**src/logic/bzcfg_map.svh**
```systemverilog
// register indices, field positions, reset values and timing counts for the bioz config block
`ifndef BZCFG_MAP_SVH
`define BZCFG_MAP_SVH

// register indices; byte address is four times the index
`define BZ_IDX_STATUS 10'h001
`define BZ_IDX_MASK 10'h002
`define BZ_IDX_CFG1 10'h020
`define BZ_IDX_CFG2 10'h021
`define BZ_IDX_CFG3 10'h022
`define BZ_IDX_LO_THR 10'h026
`define BZ_IDX_HI_THR 10'h027

// channel control 1
`define BZ_C1_INPHASE_EN 0
`define BZ_C1_QUAD_EN 1
`define BZ_C1_BIAS_EN 2
`define BZ_C1_ADC_OSR_LSB 3
`define BZ_C1_DAC_OSR_LSB 6

// filter and threshold config
`define BZ_C2_THR_EN 0
`define BZ_C2_CMP_LSB 1
`define BZ_C2_LPF_LSB 3
`define BZ_C2_HPF_LSB 6

// drive and lead-off config
`define BZ_C3_MODE_LSB 0
`define BZ_C3_IRGE_LSB 2
`define BZ_C3_VMAG_LSB 4
`define BZ_C3_RAPID 6
`define BZ_C3_EXT_RES 7

// status flags and interrupt mask layout
`define BZ_ST_LEADOFF 0
`define BZ_ST_BIAS_RDY 1
`define BZ_ST_BELOW 5
`define BZ_ST_ABOVE 6

// reset values
`define BZ_RST_CFG1 8'h00
`define BZ_RST_CFG2 8'h00
`define BZ_RST_CFG3 8'h00
`define BZ_RST_LO_THR 8'h00
`define BZ_RST_HI_THR 8'h00
`define BZ_RST_MASK 8'h00
`define BZ_RST_STATUS 8'h00

// magnitude bits seen by the 8-bit threshold comparator
`define BZ_CMP_LSB 12

// timing
`define BZ_CLK_PERIOD_NS 25
`define BZ_TICK_NS 1000000
`define BZ_TICK_MS 1
`define BZ_TICK_CYCLES (`BZ_TICK_NS / `BZ_CLK_PERIOD_NS)
`define BZ_BIAS_SETTLE_MS 200
`define BZ_LOFF_WINDOW_MS 128
`define BZ_BIAS_SETTLE_TICKS (`BZ_BIAS_SETTLE_MS / `BZ_TICK_MS)
`define BZ_LOFF_WINDOW_TICKS (`BZ_LOFF_WINDOW_MS / `BZ_TICK_MS)

`endif

```
**src/logic/bzcfg_pkg.sv**
```systemverilog
// types shared by the bioz config block
package bzcfg_pkg;
  localparam int BZCFG_DATA_W = 20;

  typedef logic [7:0] bzcfg_byte_t;

  typedef enum logic [1:0] {
    BZCFG_CMP_INPHASE = 2'b00,
    BZCFG_CMP_QUAD = 2'b01,
    BZCFG_CMP_MAG = 2'b10,
    BZCFG_CMP_RSVD = 2'b11
  } bzcfg_cmp_src_t;

  typedef enum logic [1:0] {
    BZCFG_HP_BYPASS = 2'b00,
    BZCFG_HP_X0P00025 = 2'b01,
    BZCFG_HP_X0P002 = 2'b10
  } bzcfg_hp_cut_t;

  typedef enum logic [2:0] {
    BZCFG_LP_BYPASS = 3'b000,
    BZCFG_LP_X0P005 = 3'b001,
    BZCFG_LP_X0P02 = 3'b010,
    BZCFG_LP_X0P08 = 3'b011,
    BZCFG_LP_X0P25 = 3'b100
  } bzcfg_lp_cut_t;
endpackage

```
**src/logic/bzcfg_calc_if.sv**
```systemverilog
// request and answer between the compare front end and the magnitude engine
`timescale 1ns/1ps
interface bzcfg_calc_if #(parameter int DATA_W = 20);
  logic start;
  logic signed [DATA_W-1:0] i_data;
  logic signed [DATA_W-1:0] q_data;
  bzcfg_pkg::bzcfg_cmp_src_t src;
  logic busy;
  logic done;
  logic [DATA_W-1:0] value;

  modport requester(output start, output i_data, output q_data, output src,
                    input busy, input done, input value);
  modport engine(input start, input i_data, input q_data, input src,
                 output busy, output done, output value);
endinterface

```
**src/logic/bzcfg_top.sv**
```systemverilog
// bioz channel configuration registers, threshold compare and lead-off qualifying
// Overview of operation
// - bias enable powers channel bias; ready flag after the settle time
// - quadrature enable turns on drive, q receive, forces pll and bias
// - in-phase enable turns on drive, i receive, forces pll and bias
// - high-pass code 0 bypass, 1 low cutoff, 2 and 3 high cutoff
// - low-pass code 0 bypass, 1 to 3 cutoffs, 4 to 7 widest cutoff
// - compare source picks |i|, |q| or magnitude; code 3 reserved
// - a disabled channel reads zero, so magnitude equals the other
// - when enabled, compare selected value to upper and lower limits
// - comparison result sets status bit 6 above, bit 5 below
// - threshold enable low means no compare and no flag update
// - internal resistor: current from voltage level and current range
// - voltage level at bits 5:4, current range at bits 3:2
// - internal resistor: hardware may overwrite level and range for safety
// - external resistor: voltage level never overwritten automatically
// - normal lead-off status only after condition persists the window
// - fast disconnect bypasses the window, status at once
//
// The APB register port was left to the implementer.
`timescale 1ns/1ps
`include "bzcfg_map.svh"
module bzcfg_top #(
  parameter int DATA_W = bzcfg_pkg::BZCFG_DATA_W,
  parameter int TICK_CYCLES = `BZ_TICK_CYCLES,
  parameter int BIAS_SETTLE_TICKS = `BZ_BIAS_SETTLE_TICKS,
  parameter int LOFF_WINDOW_TICKS = `BZ_LOFF_WINDOW_TICKS
) (
  input wire logic i_clock,
  input wire logic i_srst,
  input wire logic i_psel,
  input wire logic i_penable,
  input wire logic i_pwrite,
  input wire logic [11:0] i_paddr,
  input wire logic [31:0] i_pwdata,
  output logic [31:0] o_prdata,
  output logic o_pready,
  output logic o_pslverr,
  input wire logic i_sample_valid,
  input wire logic signed [DATA_W-1:0] i_sample_i,
  input wire logic signed [DATA_W-1:0] i_sample_q,
  input wire logic i_leadoff_raw,
  input wire logic i_safe_valid,
  input wire logic [1:0] i_safe_voltage_level,
  input wire logic [1:0] i_safe_current_range,
  output logic o_bias_ref_on,
  output logic o_bias_ready,
  output logic o_pll_force_on,
  output logic o_drive_enable,
  output logic o_inphase_rx_enable,
  output logic o_quad_rx_enable,
  output bzcfg_pkg::bzcfg_hp_cut_t o_hipass_cutoff,
  output bzcfg_pkg::bzcfg_lp_cut_t o_lopass_cutoff,
  output logic [2:0] o_converter_oversample_sel,
  output logic [1:0] o_dac_oversample_sel,
  output logic [1:0] o_drive_voltage_level,
  output logic [1:0] o_drive_current_range,
  output logic [1:0] o_stimulus_type_sel,
  output logic o_external_resistor_sel,
  output logic o_dc_leadoff_status,
  output logic o_irq
);
  import bzcfg_pkg::*;

  localparam int TICK_W = $clog2(TICK_CYCLES + 1);
  localparam logic [TICK_W-1:0] TICK_LAST = TICK_W'(TICK_CYCLES - 1);
  localparam int BIAS_W = $clog2(BIAS_SETTLE_TICKS + 1);
  localparam logic [BIAS_W-1:0] BIAS_END = BIAS_W'(BIAS_SETTLE_TICKS);

  bzcfg_byte_t cfg1_reg;
  bzcfg_byte_t cfg2_reg;
  bzcfg_byte_t cfg3_reg;
  bzcfg_byte_t lo_thr_reg;
  bzcfg_byte_t hi_thr_reg;
  bzcfg_byte_t mask_reg;
  bzcfg_byte_t status_reg;
  bzcfg_byte_t status_next;
  bzcfg_byte_t status_set;
  bzcfg_byte_t status_clr;
  logic [31:0] prdata_reg;
  logic [9:0] reg_idx;
  logic addr_hit;
  logic setup_phase;
  logic access_phase;
  logic wr_access;
  logic rd_status;
  logic [TICK_W-1:0] tick_cnt_reg;
  logic tick;
  logic [BIAS_W-1:0] bias_cnt_reg;
  logic bias_ready_reg;
  logic sync1_reg;
  logic sync2_reg;
  logic sync3_reg;
  logic leadoff_lvl_reg;
  logic leadoff_status;
  logic leadoff_status_d_reg;
  logic [7:0] cmp_value;
  logic above;
  logic below;
  logic cmp_valid;
  logic inphase_en;
  logic quad_en;
  logic bias_en;
  logic thr_en;
  logic ext_res;
  bzcfg_cmp_src_t cmp_src;

  assign inphase_en = cfg1_reg[`BZ_C1_INPHASE_EN];
  assign quad_en = cfg1_reg[`BZ_C1_QUAD_EN];
  assign bias_en = cfg1_reg[`BZ_C1_BIAS_EN];
  assign thr_en = cfg2_reg[`BZ_C2_THR_EN];
  assign cmp_src = bzcfg_cmp_src_t'(cfg2_reg[`BZ_C2_CMP_LSB +: 2]);
  assign ext_res = cfg3_reg[`BZ_C3_EXT_RES];

  // apb slave: zero wait states, read data captured in the setup cycle
  assign reg_idx = i_paddr[11:2];
  assign setup_phase = i_psel && !i_penable;
  assign access_phase = i_psel && i_penable;
  assign wr_access = access_phase && i_pwrite && addr_hit;
  assign rd_status = access_phase && !i_pwrite && (reg_idx == `BZ_IDX_STATUS);
  assign o_pready = 1'b1;
  assign o_pslverr = access_phase && !addr_hit;
  assign o_prdata = prdata_reg;

  always_comb begin
    case (reg_idx)
      `BZ_IDX_STATUS, `BZ_IDX_MASK, `BZ_IDX_CFG1, `BZ_IDX_CFG2,
      `BZ_IDX_CFG3, `BZ_IDX_LO_THR, `BZ_IDX_HI_THR: addr_hit = 1'b1;
      default: addr_hit = 1'b0;
    endcase
  end

  always_ff @(posedge i_clock) begin
    if (i_srst) begin
      prdata_reg <= 32'h0000_0000;
    end else if (setup_phase && !i_pwrite) begin
      case (reg_idx)
        `BZ_IDX_STATUS: prdata_reg <= {24'h00_0000, status_reg};
        `BZ_IDX_MASK: prdata_reg <= {24'h00_0000, mask_reg};
        `BZ_IDX_CFG1: prdata_reg <= {24'h00_0000, cfg1_reg};
        `BZ_IDX_CFG2: prdata_reg <= {24'h00_0000, cfg2_reg};
        `BZ_IDX_CFG3: prdata_reg <= {24'h00_0000, cfg3_reg};
        `BZ_IDX_LO_THR: prdata_reg <= {24'h00_0000, lo_thr_reg};
        `BZ_IDX_HI_THR: prdata_reg <= {24'h00_0000, hi_thr_reg};
        default: prdata_reg <= 32'h0000_0000;
      endcase
    end
  end

  // software-written configuration
  always_ff @(posedge i_clock) begin
    if (i_srst) begin
      cfg1_reg <= `BZ_RST_CFG1;
      cfg2_reg <= `BZ_RST_CFG2;
      lo_thr_reg <= `BZ_RST_LO_THR;
      hi_thr_reg <= `BZ_RST_HI_THR;
      mask_reg <= `BZ_RST_MASK;
    end else if (wr_access) begin
      case (reg_idx)
        `BZ_IDX_CFG1: cfg1_reg <= i_pwdata[7:0];
        `BZ_IDX_CFG2: cfg2_reg <= i_pwdata[7:0];
        `BZ_IDX_LO_THR: lo_thr_reg <= i_pwdata[7:0];
        `BZ_IDX_HI_THR: hi_thr_reg <= i_pwdata[7:0];
        `BZ_IDX_MASK: mask_reg <= i_pwdata[7:0];
        default: ;
      endcase
    end
  end

  // drive config; safety overwrite wins over a software write in the same cycle
  always_ff @(posedge i_clock) begin
    if (i_srst) begin
      cfg3_reg <= `BZ_RST_CFG3;
    end else if (i_safe_valid && !ext_res) begin
      cfg3_reg[`BZ_C3_VMAG_LSB +: 2] <= i_safe_voltage_level;
      cfg3_reg[`BZ_C3_IRGE_LSB +: 2] <= i_safe_current_range;
    end else if (wr_access && (reg_idx == `BZ_IDX_CFG3)) begin
      cfg3_reg <= i_pwdata[7:0];
    end
  end

  // 1 ms enable pulse shared by the bias settle and lead-off timers
  always_ff @(posedge i_clock) begin
    if (i_srst) begin
      tick_cnt_reg <= '0;
    end else if (tick_cnt_reg == TICK_LAST) begin
      tick_cnt_reg <= '0;
    end else begin
      tick_cnt_reg <= tick_cnt_reg + 1'b1;
    end
  end
  assign tick = (tick_cnt_reg == TICK_LAST);

  // bias settle timer, restarted whenever the bias turns off
  always_ff @(posedge i_clock) begin
    if (i_srst) begin
      bias_cnt_reg <= '0;
      bias_ready_reg <= 1'b0;
    end else if (!o_bias_ref_on) begin
      bias_cnt_reg <= '0;
      bias_ready_reg <= 1'b0;
    end else if (bias_cnt_reg == BIAS_END) begin
      bias_ready_reg <= 1'b1;
    end else if (tick) begin
      bias_cnt_reg <= bias_cnt_reg + 1'b1;
    end
  end

  // channel power and path control, registered from the configuration
  always_ff @(posedge i_clock) begin
    if (i_srst) begin
      o_bias_ref_on <= 1'b0;
      o_pll_force_on <= 1'b0;
      o_drive_enable <= 1'b0;
      o_inphase_rx_enable <= 1'b0;
      o_quad_rx_enable <= 1'b0;
    end else begin
      o_bias_ref_on <= bias_en || inphase_en || quad_en;
      o_pll_force_on <= inphase_en || quad_en;
      o_drive_enable <= inphase_en || quad_en;
      o_inphase_rx_enable <= inphase_en;
      o_quad_rx_enable <= quad_en;
    end
  end

  // filter cutoff decode and drive fields
  always_ff @(posedge i_clock) begin
    if (i_srst) begin
      o_hipass_cutoff <= BZCFG_HP_BYPASS;
      o_lopass_cutoff <= BZCFG_LP_BYPASS;
    end else begin
      case (cfg2_reg[`BZ_C2_HPF_LSB +: 2])
        2'h0: o_hipass_cutoff <= BZCFG_HP_BYPASS;
        2'h1: o_hipass_cutoff <= BZCFG_HP_X0P00025;
        default: o_hipass_cutoff <= BZCFG_HP_X0P002;
      endcase
      case (cfg2_reg[`BZ_C2_LPF_LSB +: 3])
        3'h0: o_lopass_cutoff <= BZCFG_LP_BYPASS;
        3'h1: o_lopass_cutoff <= BZCFG_LP_X0P005;
        3'h2: o_lopass_cutoff <= BZCFG_LP_X0P02;
        3'h3: o_lopass_cutoff <= BZCFG_LP_X0P08;
        default: o_lopass_cutoff <= BZCFG_LP_X0P25;
      endcase
    end
  end

  assign o_converter_oversample_sel = cfg1_reg[`BZ_C1_ADC_OSR_LSB +: 3];
  assign o_dac_oversample_sel = cfg1_reg[`BZ_C1_DAC_OSR_LSB +: 2];
  assign o_drive_voltage_level = cfg3_reg[`BZ_C3_VMAG_LSB +: 2];
  assign o_drive_current_range = cfg3_reg[`BZ_C3_IRGE_LSB +: 2];
  assign o_stimulus_type_sel = cfg3_reg[`BZ_C3_MODE_LSB +: 2];
  assign o_external_resistor_sel = ext_res;
  assign o_bias_ready = bias_ready_reg;

  // lead-off pin: three-stage synchroniser, a change counts when stages 2 and 3 agree
  always_ff @(posedge i_clock) begin
    if (i_srst) begin
      sync1_reg <= 1'b0;
      sync2_reg <= 1'b0;
      sync3_reg <= 1'b0;
      leadoff_lvl_reg <= 1'b0;
    end else begin
      sync1_reg <= i_leadoff_raw;
      sync2_reg <= sync1_reg;
      sync3_reg <= sync2_reg;
      if (sync2_reg == sync3_reg) begin
        leadoff_lvl_reg <= sync3_reg;
      end
    end
  end

  bzcfg_debounce #(
    .WINDOW_TICKS(LOFF_WINDOW_TICKS)
  ) u_debounce (
    .i_clock(i_clock),
    .i_srst(i_srst),
    .i_tick(tick),
    .i_level(leadoff_lvl_reg),
    .i_rapid(cfg3_reg[`BZ_C3_RAPID]),
    .o_status(leadoff_status)
  );
  assign o_dc_leadoff_status = leadoff_status;

  // threshold compare on each new sample that arrives while the magnitude engine is idle; disabled channel data forced to zero
  bzcfg_calc_if #(.DATA_W(DATA_W)) calc_bus ();

  assign calc_bus.start = i_sample_valid && thr_en && (cmp_src != BZCFG_CMP_RSVD);
  assign calc_bus.i_data = inphase_en ? i_sample_i : '0;
  assign calc_bus.q_data = quad_en ? i_sample_q : '0;
  assign calc_bus.src = cmp_src;

  bzcfg_magnitude #(
    .DATA_W(DATA_W)
  ) u_magnitude (
    .i_clock(i_clock),
    .i_srst(i_srst),
    .calc(calc_bus)
  );

  assign cmp_value = calc_bus.value[`BZ_CMP_LSB +: 8];
  assign cmp_valid = calc_bus.done && thr_en;
  assign above = cmp_value > hi_thr_reg;
  assign below = cmp_value < lo_thr_reg;

  // sticky status: events set, a status read clears what it returned, set wins
  always_comb begin
    status_set = 8'h00;
    status_set[`BZ_ST_ABOVE] = cmp_valid && above;
    status_set[`BZ_ST_BELOW] = cmp_valid && below;
    status_set[`BZ_ST_LEADOFF] = leadoff_status && !leadoff_status_d_reg;
    status_set[`BZ_ST_BIAS_RDY] = (bias_cnt_reg == BIAS_END) && !bias_ready_reg;
    status_clr = rd_status ? prdata_reg[7:0] : 8'h00;
    status_next = (status_reg & ~status_clr) | status_set;
  end

  always_ff @(posedge i_clock) begin
    if (i_srst) begin
      status_reg <= `BZ_RST_STATUS;
      leadoff_status_d_reg <= 1'b0;
    end else begin
      status_reg <= status_next;
      leadoff_status_d_reg <= leadoff_status;
    end
  end

  assign o_irq = |(status_reg & mask_reg);
endmodule // bzcfg_top

```
**src/logic/bzcfg_magnitude.sv**
```systemverilog
// computes |i|, |q| or sqrt(i^2+q^2) with a fixed bit-serial latency
`timescale 1ns/1ps
module bzcfg_magnitude #(
  parameter int DATA_W = 20
) (
  input wire logic i_clock,
  input wire logic i_srst,
  bzcfg_calc_if.engine calc
);
  import bzcfg_pkg::*;

  localparam int RAD_W = 2 * DATA_W;
  localparam int REM_W = DATA_W + 3;
  localparam int CNT_W = $clog2(DATA_W + 1);
  localparam logic [CNT_W-1:0] LAST_STEP = CNT_W'(DATA_W - 1);

  function automatic logic [DATA_W-1:0] abs_val(input logic signed [DATA_W-1:0] v);
    abs_val = v[DATA_W-1] ? DATA_W'(~v + 1'b1) : DATA_W'(v);
  endfunction

  logic busy_reg;
  logic done_reg;
  logic [CNT_W-1:0] cnt_reg;
  logic [RAD_W-1:0] rad_reg;
  logic [REM_W-1:0] rem_reg;
  logic [DATA_W-1:0] root_reg;
  logic [DATA_W-1:0] abs_i_reg;
  logic [DATA_W-1:0] abs_q_reg;
  logic [DATA_W-1:0] value_reg;
  bzcfg_cmp_src_t src_reg;
  logic [DATA_W-1:0] abs_i;
  logic [DATA_W-1:0] abs_q;
  logic [REM_W-1:0] trial_rem;
  logic [REM_W-1:0] trial_sub;
  logic fits;
  logic [DATA_W-1:0] root_next;

  assign abs_i = abs_val(calc.i_data);
  assign abs_q = abs_val(calc.q_data);
  assign trial_rem = {rem_reg[REM_W-3:0], rad_reg[RAD_W-1 -: 2]};
  assign trial_sub = {1'b0, root_reg, 2'b01};
  assign fits = (trial_rem >= trial_sub);
  assign root_next = {root_reg[DATA_W-2:0], fits};

  // sequencing
  always_ff @(posedge i_clock) begin
    if (i_srst) begin
      busy_reg <= 1'b0;
      done_reg <= 1'b0;
      cnt_reg <= '0;
    end else begin
      done_reg <= 1'b0;
      if (!busy_reg && calc.start) begin
        busy_reg <= 1'b1;
        cnt_reg <= '0;
      end else if (busy_reg) begin
        if (cnt_reg == LAST_STEP) begin
          busy_reg <= 1'b0;
          done_reg <= 1'b1;
        end else begin
          cnt_reg <= cnt_reg + 1'b1;
        end
      end
    end
  end

  // restoring square root, two radicand bits per step
  always_ff @(posedge i_clock) begin
    if (i_srst) begin
      rad_reg <= '0;
      rem_reg <= '0;
      root_reg <= '0;
      abs_i_reg <= '0;
      abs_q_reg <= '0;
      value_reg <= '0;
      src_reg <= BZCFG_CMP_INPHASE;
    end else if (!busy_reg && calc.start) begin
      abs_i_reg <= abs_i;
      abs_q_reg <= abs_q;
      src_reg <= calc.src;
      rad_reg <= RAD_W'(abs_i) * RAD_W'(abs_i) + RAD_W'(abs_q) * RAD_W'(abs_q);
      rem_reg <= '0;
      root_reg <= '0;
    end else if (busy_reg) begin
      rad_reg <= {rad_reg[RAD_W-3:0], 2'b00};
      rem_reg <= fits ? REM_W'(trial_rem - trial_sub) : trial_rem;
      root_reg <= root_next;
      if (cnt_reg == LAST_STEP) begin
        case (src_reg)
          BZCFG_CMP_INPHASE: value_reg <= abs_i_reg;
          BZCFG_CMP_QUAD: value_reg <= abs_q_reg;
          default: value_reg <= root_next;
        endcase
      end
    end
  end

  assign calc.busy = busy_reg;
  assign calc.done = done_reg;
  assign calc.value = value_reg;
endmodule // bzcfg_magnitude

```
**src/logic/bzcfg_debounce.sv**
```systemverilog
// dc lead-off qualifier: holds off status until the condition lasts the window; with i_rapid set, status follows the condition at once
`timescale 1ns/1ps
module bzcfg_debounce #(
  parameter int WINDOW_TICKS = 128
) (
  input wire logic i_clock,
  input wire logic i_srst,
  input wire logic i_tick,
  input wire logic i_level,
  input wire logic i_rapid,
  output logic o_status
);
  localparam int CNT_W = $clog2(WINDOW_TICKS + 1);
  localparam logic [CNT_W-1:0] WINDOW_END = CNT_W'(WINDOW_TICKS);

  logic [CNT_W-1:0] cnt_reg;
  logic status_reg;

  always_ff @(posedge i_clock) begin
    if (i_srst) begin
      cnt_reg <= '0;
      status_reg <= 1'b0;
    end else if (!i_level) begin
      // any break in the condition restarts the window
      cnt_reg <= '0;
      status_reg <= 1'b0;
    end else if (i_rapid) begin
      status_reg <= 1'b1;
    end else if (cnt_reg == WINDOW_END) begin
      status_reg <= 1'b1;
    end else if (i_tick) begin
      cnt_reg <= cnt_reg + 1'b1;
    end
  end

  assign o_status = status_reg;
endmodule // bzcfg_debounce

```
**config.mk**
```make
export PLATFORM = sky130hd
export DESIGN_NAME = bzcfg_top
export DESIGN_NICKNAME = d
export VERILOG_FILES = /design/src/logic/bzcfg_pkg.sv /design/src/logic/bzcfg_calc_if.sv /design/src/logic/bzcfg_top.sv /design/src/logic/bzcfg_magnitude.sv /design/src/logic/bzcfg_debounce.sv
export VERILOG_INCLUDE_DIRS = /design/src /design/src/logic
export SDC_FILE = /design/constraint.sdc
export NUM_CORES = 2
export LEC_CHECK = 0
export BUFFER_PORTS_ARGS = -buffer_cell sky130_fd_sc_hd__buf_2
export CELL_PAD_IN_SITES_DETAIL_PLACEMENT = 0
export CELL_PAD_IN_SITES_GLOBAL_PLACEMENT = 1
export CORE_ASPECT_RATIO = 1.25
export CORE_MARGIN = 5
export CORE_UTILIZATION = 50
export CTS_CLUSTER_SIZE = 24
export DETAILED_ROUTE_END_ITERATION = 8
export PLACE_DENSITY = 0.8
export SYNTH_ARGS = -nofsm -noshare
export SYNTH_HDL_FRONTEND = slang
export SYNTH_SLANG_ARGS = --single-unit
```
**constraint.sdc**
```tcl
create_clock -name i_clock -period 13 [get_ports i_clock]
set_clock_uncertainty 0.2 [all_clocks]
set_input_delay 1.95 -clock i_clock [delete_from_list [all_inputs] [get_ports i_clock]]
set_output_delay 1.95 -clock i_clock [all_outputs]
set_load 0.01 [all_outputs]
```
# Word-level counts from Yosys, hierarchy flattened
# Index checks and enable logic that the tools add are counted.
dict set report word_totals {
  regBits 286
  latch_bits 0
  mem_bits_rw 0
  mem_bits_ro 0
  input_bits 96
  output_inout_bits 59
  wordCells 153
  mem_count 0
}
dict set report classes {
  n_addsub 8
  mul 2
  div 0
  magnitude_cmp 3
  n_eq_ne 18
  shifts 0
  n_mux 21
  bitwise_logic 15
  n_reduce_logical 51
}
# operator count
set op_table {}
lappend op_table {{multiplier 20 x 20 -> 40 bit} 2}
lappend op_table {{two-way mux 20 bit} 4}
lappend op_table {{two-way mux 40 bit} 2}
lappend op_table {{case mux 8 bit (7 select lines)} 1}
lappend op_table {{== test 10 x 6 -> 1 bit (second input constant)} 5}
lappend op_table {{adder 20 x 1 -> 20 bit (second input constant)} 2}
lappend op_table {{adder 40 bit} 1}
lappend op_table {{inverter 20 bit} 2}
lappend op_table {{case mux 20 bit (2 select lines)} 1}
lappend op_table {{greater-or-equal comparator 23 x 22 -> 1 bit} 1}
lappend op_table {{two-way mux 21 bit} 1}
lappend op_table {{subtractor 21 bit} 1}
lappend op_table {{logical AND 1 bit} 18}
lappend op_table {{adder 16 x 1 -> 16 bit (second input constant)} 1}
lappend op_table {{adder 8 x 1 -> 8 bit (second input constant)} 2}
lappend op_table {{bitwise AND 8 bit} 2}
lappend op_table {{== test 16 bit (second input constant)} 1}
lappend op_table {{== test 8 bit (second input constant)} 2}
lappend op_table {{AND reduction 2 bit} 8}
lappend op_table {{case mux 3 bit (4 select lines)} 1}
lappend op_table {{== test 10 x 1 -> 1 bit (second input constant)} 1}
lappend op_table {{== test 10 x 2 -> 1 bit (second input constant)} 1}
lappend op_table {{inverter 1 bit} 9}
lappend op_table {{> comparator 8 bit} 1}
lappend op_table {{other kinds (25)} 48}

# Logic depth before layout (Yosys ltp)
dict set report depth {
  word_depth 7
  ltp_mapped 40
  mapped_depth_nobuf 34
}

# Modules after synthesis
# A second synthesis with hierarchy kept.
dict set report hier_totals {
  hier_cells 4070
  area_unflattened_um2 35985.8
}
# mod instances cells_per_inst area_per_inst_um2 seq_area_each_um2
set modules_own_cells {}
lappend modules_own_cells {bzcfg_magnitude 1 3390 30121.4 3002.9}
lappend modules_own_cells {bzcfg_top 1 628 5421.4 2062.0}
lappend modules_own_cells {bzcfg_debounce 1 52 442.9 180.2}

# Worst setup path before layout
# OpenSTA, ideal clock, no wires.
dict set report synth_path {
  path_kind {input to register}
  start {input port i_sample_i[4]}
  end {register u_magnitude.rad_reg[29]}
  setup_ns 0.115
  arrival_time_ns 10.279
  required_time_ns 12.685
  slack_ns 2.407
  stages 33
  path_buffers 3
  cell_sequence {or4_4 nand2b_4 or2_4 o41ai_1 xor2_1 nand2b_1 buf_2 inv_1 buf_2 nand2_1 fa_1 inv_1 fa_1 fa_1 inv_1 fa_1 fa_1 inv_1 fa_1 fa_1 inv_1 fa_1 inv_1 ha_1 clkbuf_1 a21o_1 a21o_1 or4_1 o31a_1 a31oi_1 o21ai_0 xnor2_1 a2111oi_0}
}
dict set report synth_via {
  elab_chain_cells 7
}
# element line
set synth_rtl {}
lappend synth_rtl {{from (decl)} bzcfg_top.sv:40} ;# input wire logic signed [DATA_W-1:0] i_sample_i,
lappend synth_rtl {{two-way mux 20 bit} bzcfg_top.sv:288} ;# assign calc_bus.i_data = inphase_en ? i_sample_i : '0;
lappend synth_rtl {{inverter 20 bit} bzcfg_magnitude.sv:18} ;# abs_val = v[DATA_W-1] ? DATA_W'(~v + 1'b1) : DATA_W'(v);
lappend synth_rtl {{adder 20 x 1 -> 20 bit} bzcfg_magnitude.sv:18}
lappend synth_rtl {{two-way mux 20 bit} bzcfg_magnitude.sv:18}
lappend synth_rtl {{via u_magnitude.abs_i[15]} bzcfg_magnitude.sv:31} ;# logic [DATA_W-1:0] abs_i;
lappend synth_rtl {{multiplier 20 x 20 -> 40 bit} bzcfg_magnitude.sv:81} ;# rad_reg <= RAD_W'(abs_i) * RAD_W'(abs_i) + RAD_W'(abs_q) * RAD_W'(abs_q);
lappend synth_rtl {{adder 40 bit} bzcfg_magnitude.sv:81}
lappend synth_rtl {{two-way mux 40 bit} bzcfg_magnitude.sv:77} ;# end else if (!busy_reg && calc.start) begin
lappend synth_rtl {{to (signal assigned)} bzcfg_magnitude.sv:81}
lappend synth_rtl {{to (signal assigned)} bzcfg_magnitude.sv:85} ;# rad_reg <= {rad_reg[RAD_W-3:0], 2'b00};
lappend synth_rtl {{to (decl)} bzcfg_magnitude.sv:24} ;# logic [RAD_W-1:0] rad_reg;
# The timed path passes the listed nets, and every way through them passes these cells.
# A chain may end at the register's enable or synchronous reset.

# Worst setup path in the final report
dict set report layout_path {
  start {input port i_sample_q[4]}
  end {register u_magnitude.rad_reg[35]}
}
dict set report layout_via {
  elab_chain_cells 7
}
# element line
set layout_rtl {}
lappend layout_rtl {{from (decl)} bzcfg_top.sv:41} ;# input wire logic signed [DATA_W-1:0] i_sample_q,
lappend layout_rtl {{two-way mux 20 bit *} bzcfg_top.sv:289} ;# assign calc_bus.q_data = quad_en ? i_sample_q : '0;
lappend layout_rtl {{inverter 20 bit} bzcfg_magnitude.sv:18}
lappend layout_rtl {{adder 20 x 1 -> 20 bit} bzcfg_magnitude.sv:18}
lappend layout_rtl {{two-way mux 20 bit *} bzcfg_magnitude.sv:18}
lappend layout_rtl {{multiplier 20 x 20 -> 40 bit *} bzcfg_magnitude.sv:81}
lappend layout_rtl {{adder 40 bit *} bzcfg_magnitude.sv:81}
lappend layout_rtl {{two-way mux 40 bit *} bzcfg_magnitude.sv:77}
# Every way passes the cells marked *; elsewhere a longest branch is shown, timed or not.

==> flow_summary.ini <==
[yosys]
synth.top_cell.area_share_pct = 37.20
ys.flop_type = dfxtp_1
syn_avg_cell_area_um2 = 8.781
netlist_area_um2 = 34230
synth_top_cells_by_area = fa_1 (37%), dfxtp_1 (13%), ha_1 (10%), inv_1 (10%), nor2_1 (4.1%)
yosys_warnings = 0
synth_top_area_cell = fa_1
yosysMostFrequentCell = inv_1
synthArstFlopShare_pct = 0
synthCells = 3898
synth_edf_count = 0
seq_area_frac_synth_pct = 13.22
synth_commonest_cells = inv_1 (922), fa_1 (636), nor2_1 (371), nand2_1 (361), ha_1 (286)
ys_types = 77
synth_seq_cells = 226

[layout]
syn_to_final_growth_pct = 6.656
largest_reg_flops = 40
drive_gt1_share_pct = 6.018
finalCoreUtilization_pct = 53.68
finalNonFillerCells = 4862
nets = 4992
n_fill_cell = 6448
stdcell_area_um2 = 36510

[power_and_ir_drop]
total_power_w = 0.001586
net-switching-power_w = 0.0004180
netSwitchingFraction_pct = 26.36
seqPwrFrac_pct = 44.0
p_per_area_nw_per_um2 = 43.44
combPwrFrac_pct = 14.3
leakagePower_nw = 19.14
pwr-share-clk_pct = 41.7
p_int_w = 0.001168
max-vdd-ir-drop_mv = 0.08468

[setup_path]
crit_fanout = 10
worst_path_max_delay_cell = nor2b_1
crit_top_cell = fa_1
slowest_delay_ns = 0.60
rr_startpoint = cfg1_reg[1]
endpoint_kind = flop
rrSetupSlack_ns = 2.76
r2r-end = u_magnitude.rad_reg[35]
crit_family = adder cells
cp.buffers_inverters = 7
worstRegToRegCells = 32
critPathLaunchType = input pin
crit_arrival_ns = 11.36
critPathRequiredTime_ns = 13.16
path_class = input pin to flop

[floorplan]
pin_count = 155
dieHeight_um = 302.5
initial_utilization_pct = 50.33
rows = 107
core-area_um2 = 68010
fp.dieW_um = 244.0
dieArea_um2 = 73820

[grt]
grt_pass1_vias = 27000
grt-ovfl-total = 0
grt_pass1_wl_um = 140300
grt_antenna_before_repair = 1
grt_max_degree = 100
grt_usage_pct = 23.72

[timing]
slew_headroom_pct = 24.73
finalSetupTns_ns = 0
finalCritPeriodShare_pct = 86.23
final-hold-violation-count = 0
drv_slew = 0
tightest_slew_ns = 1.121
rsz0062_at_grt = false
finalSetupViolCount = 0
max_freq_ghz = 0.08921
period_needed_ns = 11.21

[route]
ant_nets = 0
routed_wl_um = 85440
routed_via_density = 5.226
wl_per_cell_um = 17.57
dr.pass1.iters = 6
dr_total_vias = 25410
route.detailed.drc = 0
initialDrtViolationCount = 1331

[clock_network]
post_cts_buffers = 0
clockRootBuffer = clkbuf_16
cts_made_buffers = 23
postCtsHoldBufs = 0
clk_pin_slew_worst_paths_ns = 0.06
clock_path_buffers = 3
cts_max_level = 1
cts_tree = done
worstSkewPairLatency_ns = 0.52
clock_sinks = 226
cts_resized = 0

[worst_hold_path]
hold_path_class = flop to flop
hold_depth = 2
hold_start = u_magnitude.abs_i_reg[17]
hold_end = u_magnitude.abs_i_reg[17]

[place]
gp_congestion = 0.9340
dp.cells = 4821
portBuffers = 103
placed_cell_area_um2 = 35760
dp_hpwl_um = 71160

[job]
cap_violations = 0

[outcome]
outcome = complete, no violations
## cells in the final DEF, fill, tap and decap left out, drive strengths merged, types with 15 or more instances in the layout
cell type and instances:
nor3 21, o21ai 86, conb 60, a211oi 31
dfxtp 226, buf 169, a21oi 183, nor2 372
clkbuf 28, inv 924, and3 16, a221oi 20
o31ai 15, nand2b 37, mux2i 68, ha 286
xor2 73, nand3 32, xnor2 53, a21o 36
clkinv 16, nor2b 46, fa 636, nand2 363
nand4 26
## area by class of cell
| cell class | count | area [um2] | area share (%) |
|---|---|---|---|
| Sequential cell | 226 | 4528 | 12.40 |
| Clock inverter | 11 | 111.4 | 0.3050 |
| Clock buffer | 28 | 634.4 | 1.738 |
| Multi-Input combinational cell | 2622 | 25630 | 70.19 |
| Inverter | 932 | 3498 | 9.583 |
| Antenna cell | 2 | 5.005 | 0.01371 |
| Timing Repair Buffer | 169 | 1013 | 2.776 |
| Tap cell | 872 | 1091 | 2.989 |
## layer usage
layer	share of wire (%)	vias to the layer above	GRT usage, %
li1	-	11990	-
met5	0	-	0
met3	4.9	164	2.009
met4	4.9	0	9.312
met1	40	12620	30.59
met2	50	636	41.76
## cells by family after synthesis
kind of cell             synth area share (%)
AO/OA/AOI/OAI                           8.513
XOR/XNOR                                3.268
adder cells (fa/ha/maj)                 47.65
buffers and inverters                   12.56
flip-flops                              13.22
multiplexers                            2.120
other                                 0.02194
AND/OR/NAND/NOR                         12.65
## worst max-delay path by stage
stage	start	endpoint	slack [ns]	depth (start not counted)
finish	i_sample_q[4]	u_magnitude.rad_reg[35]	1.79	30
global route	i_sample_q[4]	u_magnitude.rad_reg[35]	1.22	30
CTS	i_sample_q[4]	u_magnitude.rad_reg[35]	1.89	30
detailed placement	i_sample_q[4]	u_magnitude.rad_reg[35]	1.40	30
global placement	i_sample_i[4]	u_magnitude.rad_reg[29]	1.44	32
floorplan	i_sample_i[4]	u_magnitude.rad_reg[29]	2.41	33
## power by group through the flow
stage | registers, W | logic [W] | clock network, W
after global routing | 0.000697 | 0.000259 | 0.000707
final | 0.000697 | 0.000228 | 0.000661
after global placement | 0.000713 | 0.000225 | 0
after CTS | 0.000697 | 0.000228 | 0.000679
after floorplan | 0.000713 | 0.000160 | 0
after detailed placement | 0.000713 | 0.000227 | 0
## stage by stage
step,hold slack [ns],worst slack [ns]
6_report,0.2492,1.791
5_1_grt,0.2678,1.223
4_1_cts,0.2476,1.893
3_5_place_dp,0.2384,1.395
3_3_place_gp,0.2377,1.435
2_1_floorplan,0.2138,2.407
## tightest hold or removal path, delay by kind of cell (launching register included)
kind / cells / cell delay (ns)
AOI/OAI and AO/OA: 1 / 0.05
DFF: 1 / 0.30
and+or+nand+nor: 1 / 0.05
No activity file was read; power rests on OpenSTA's default activity.
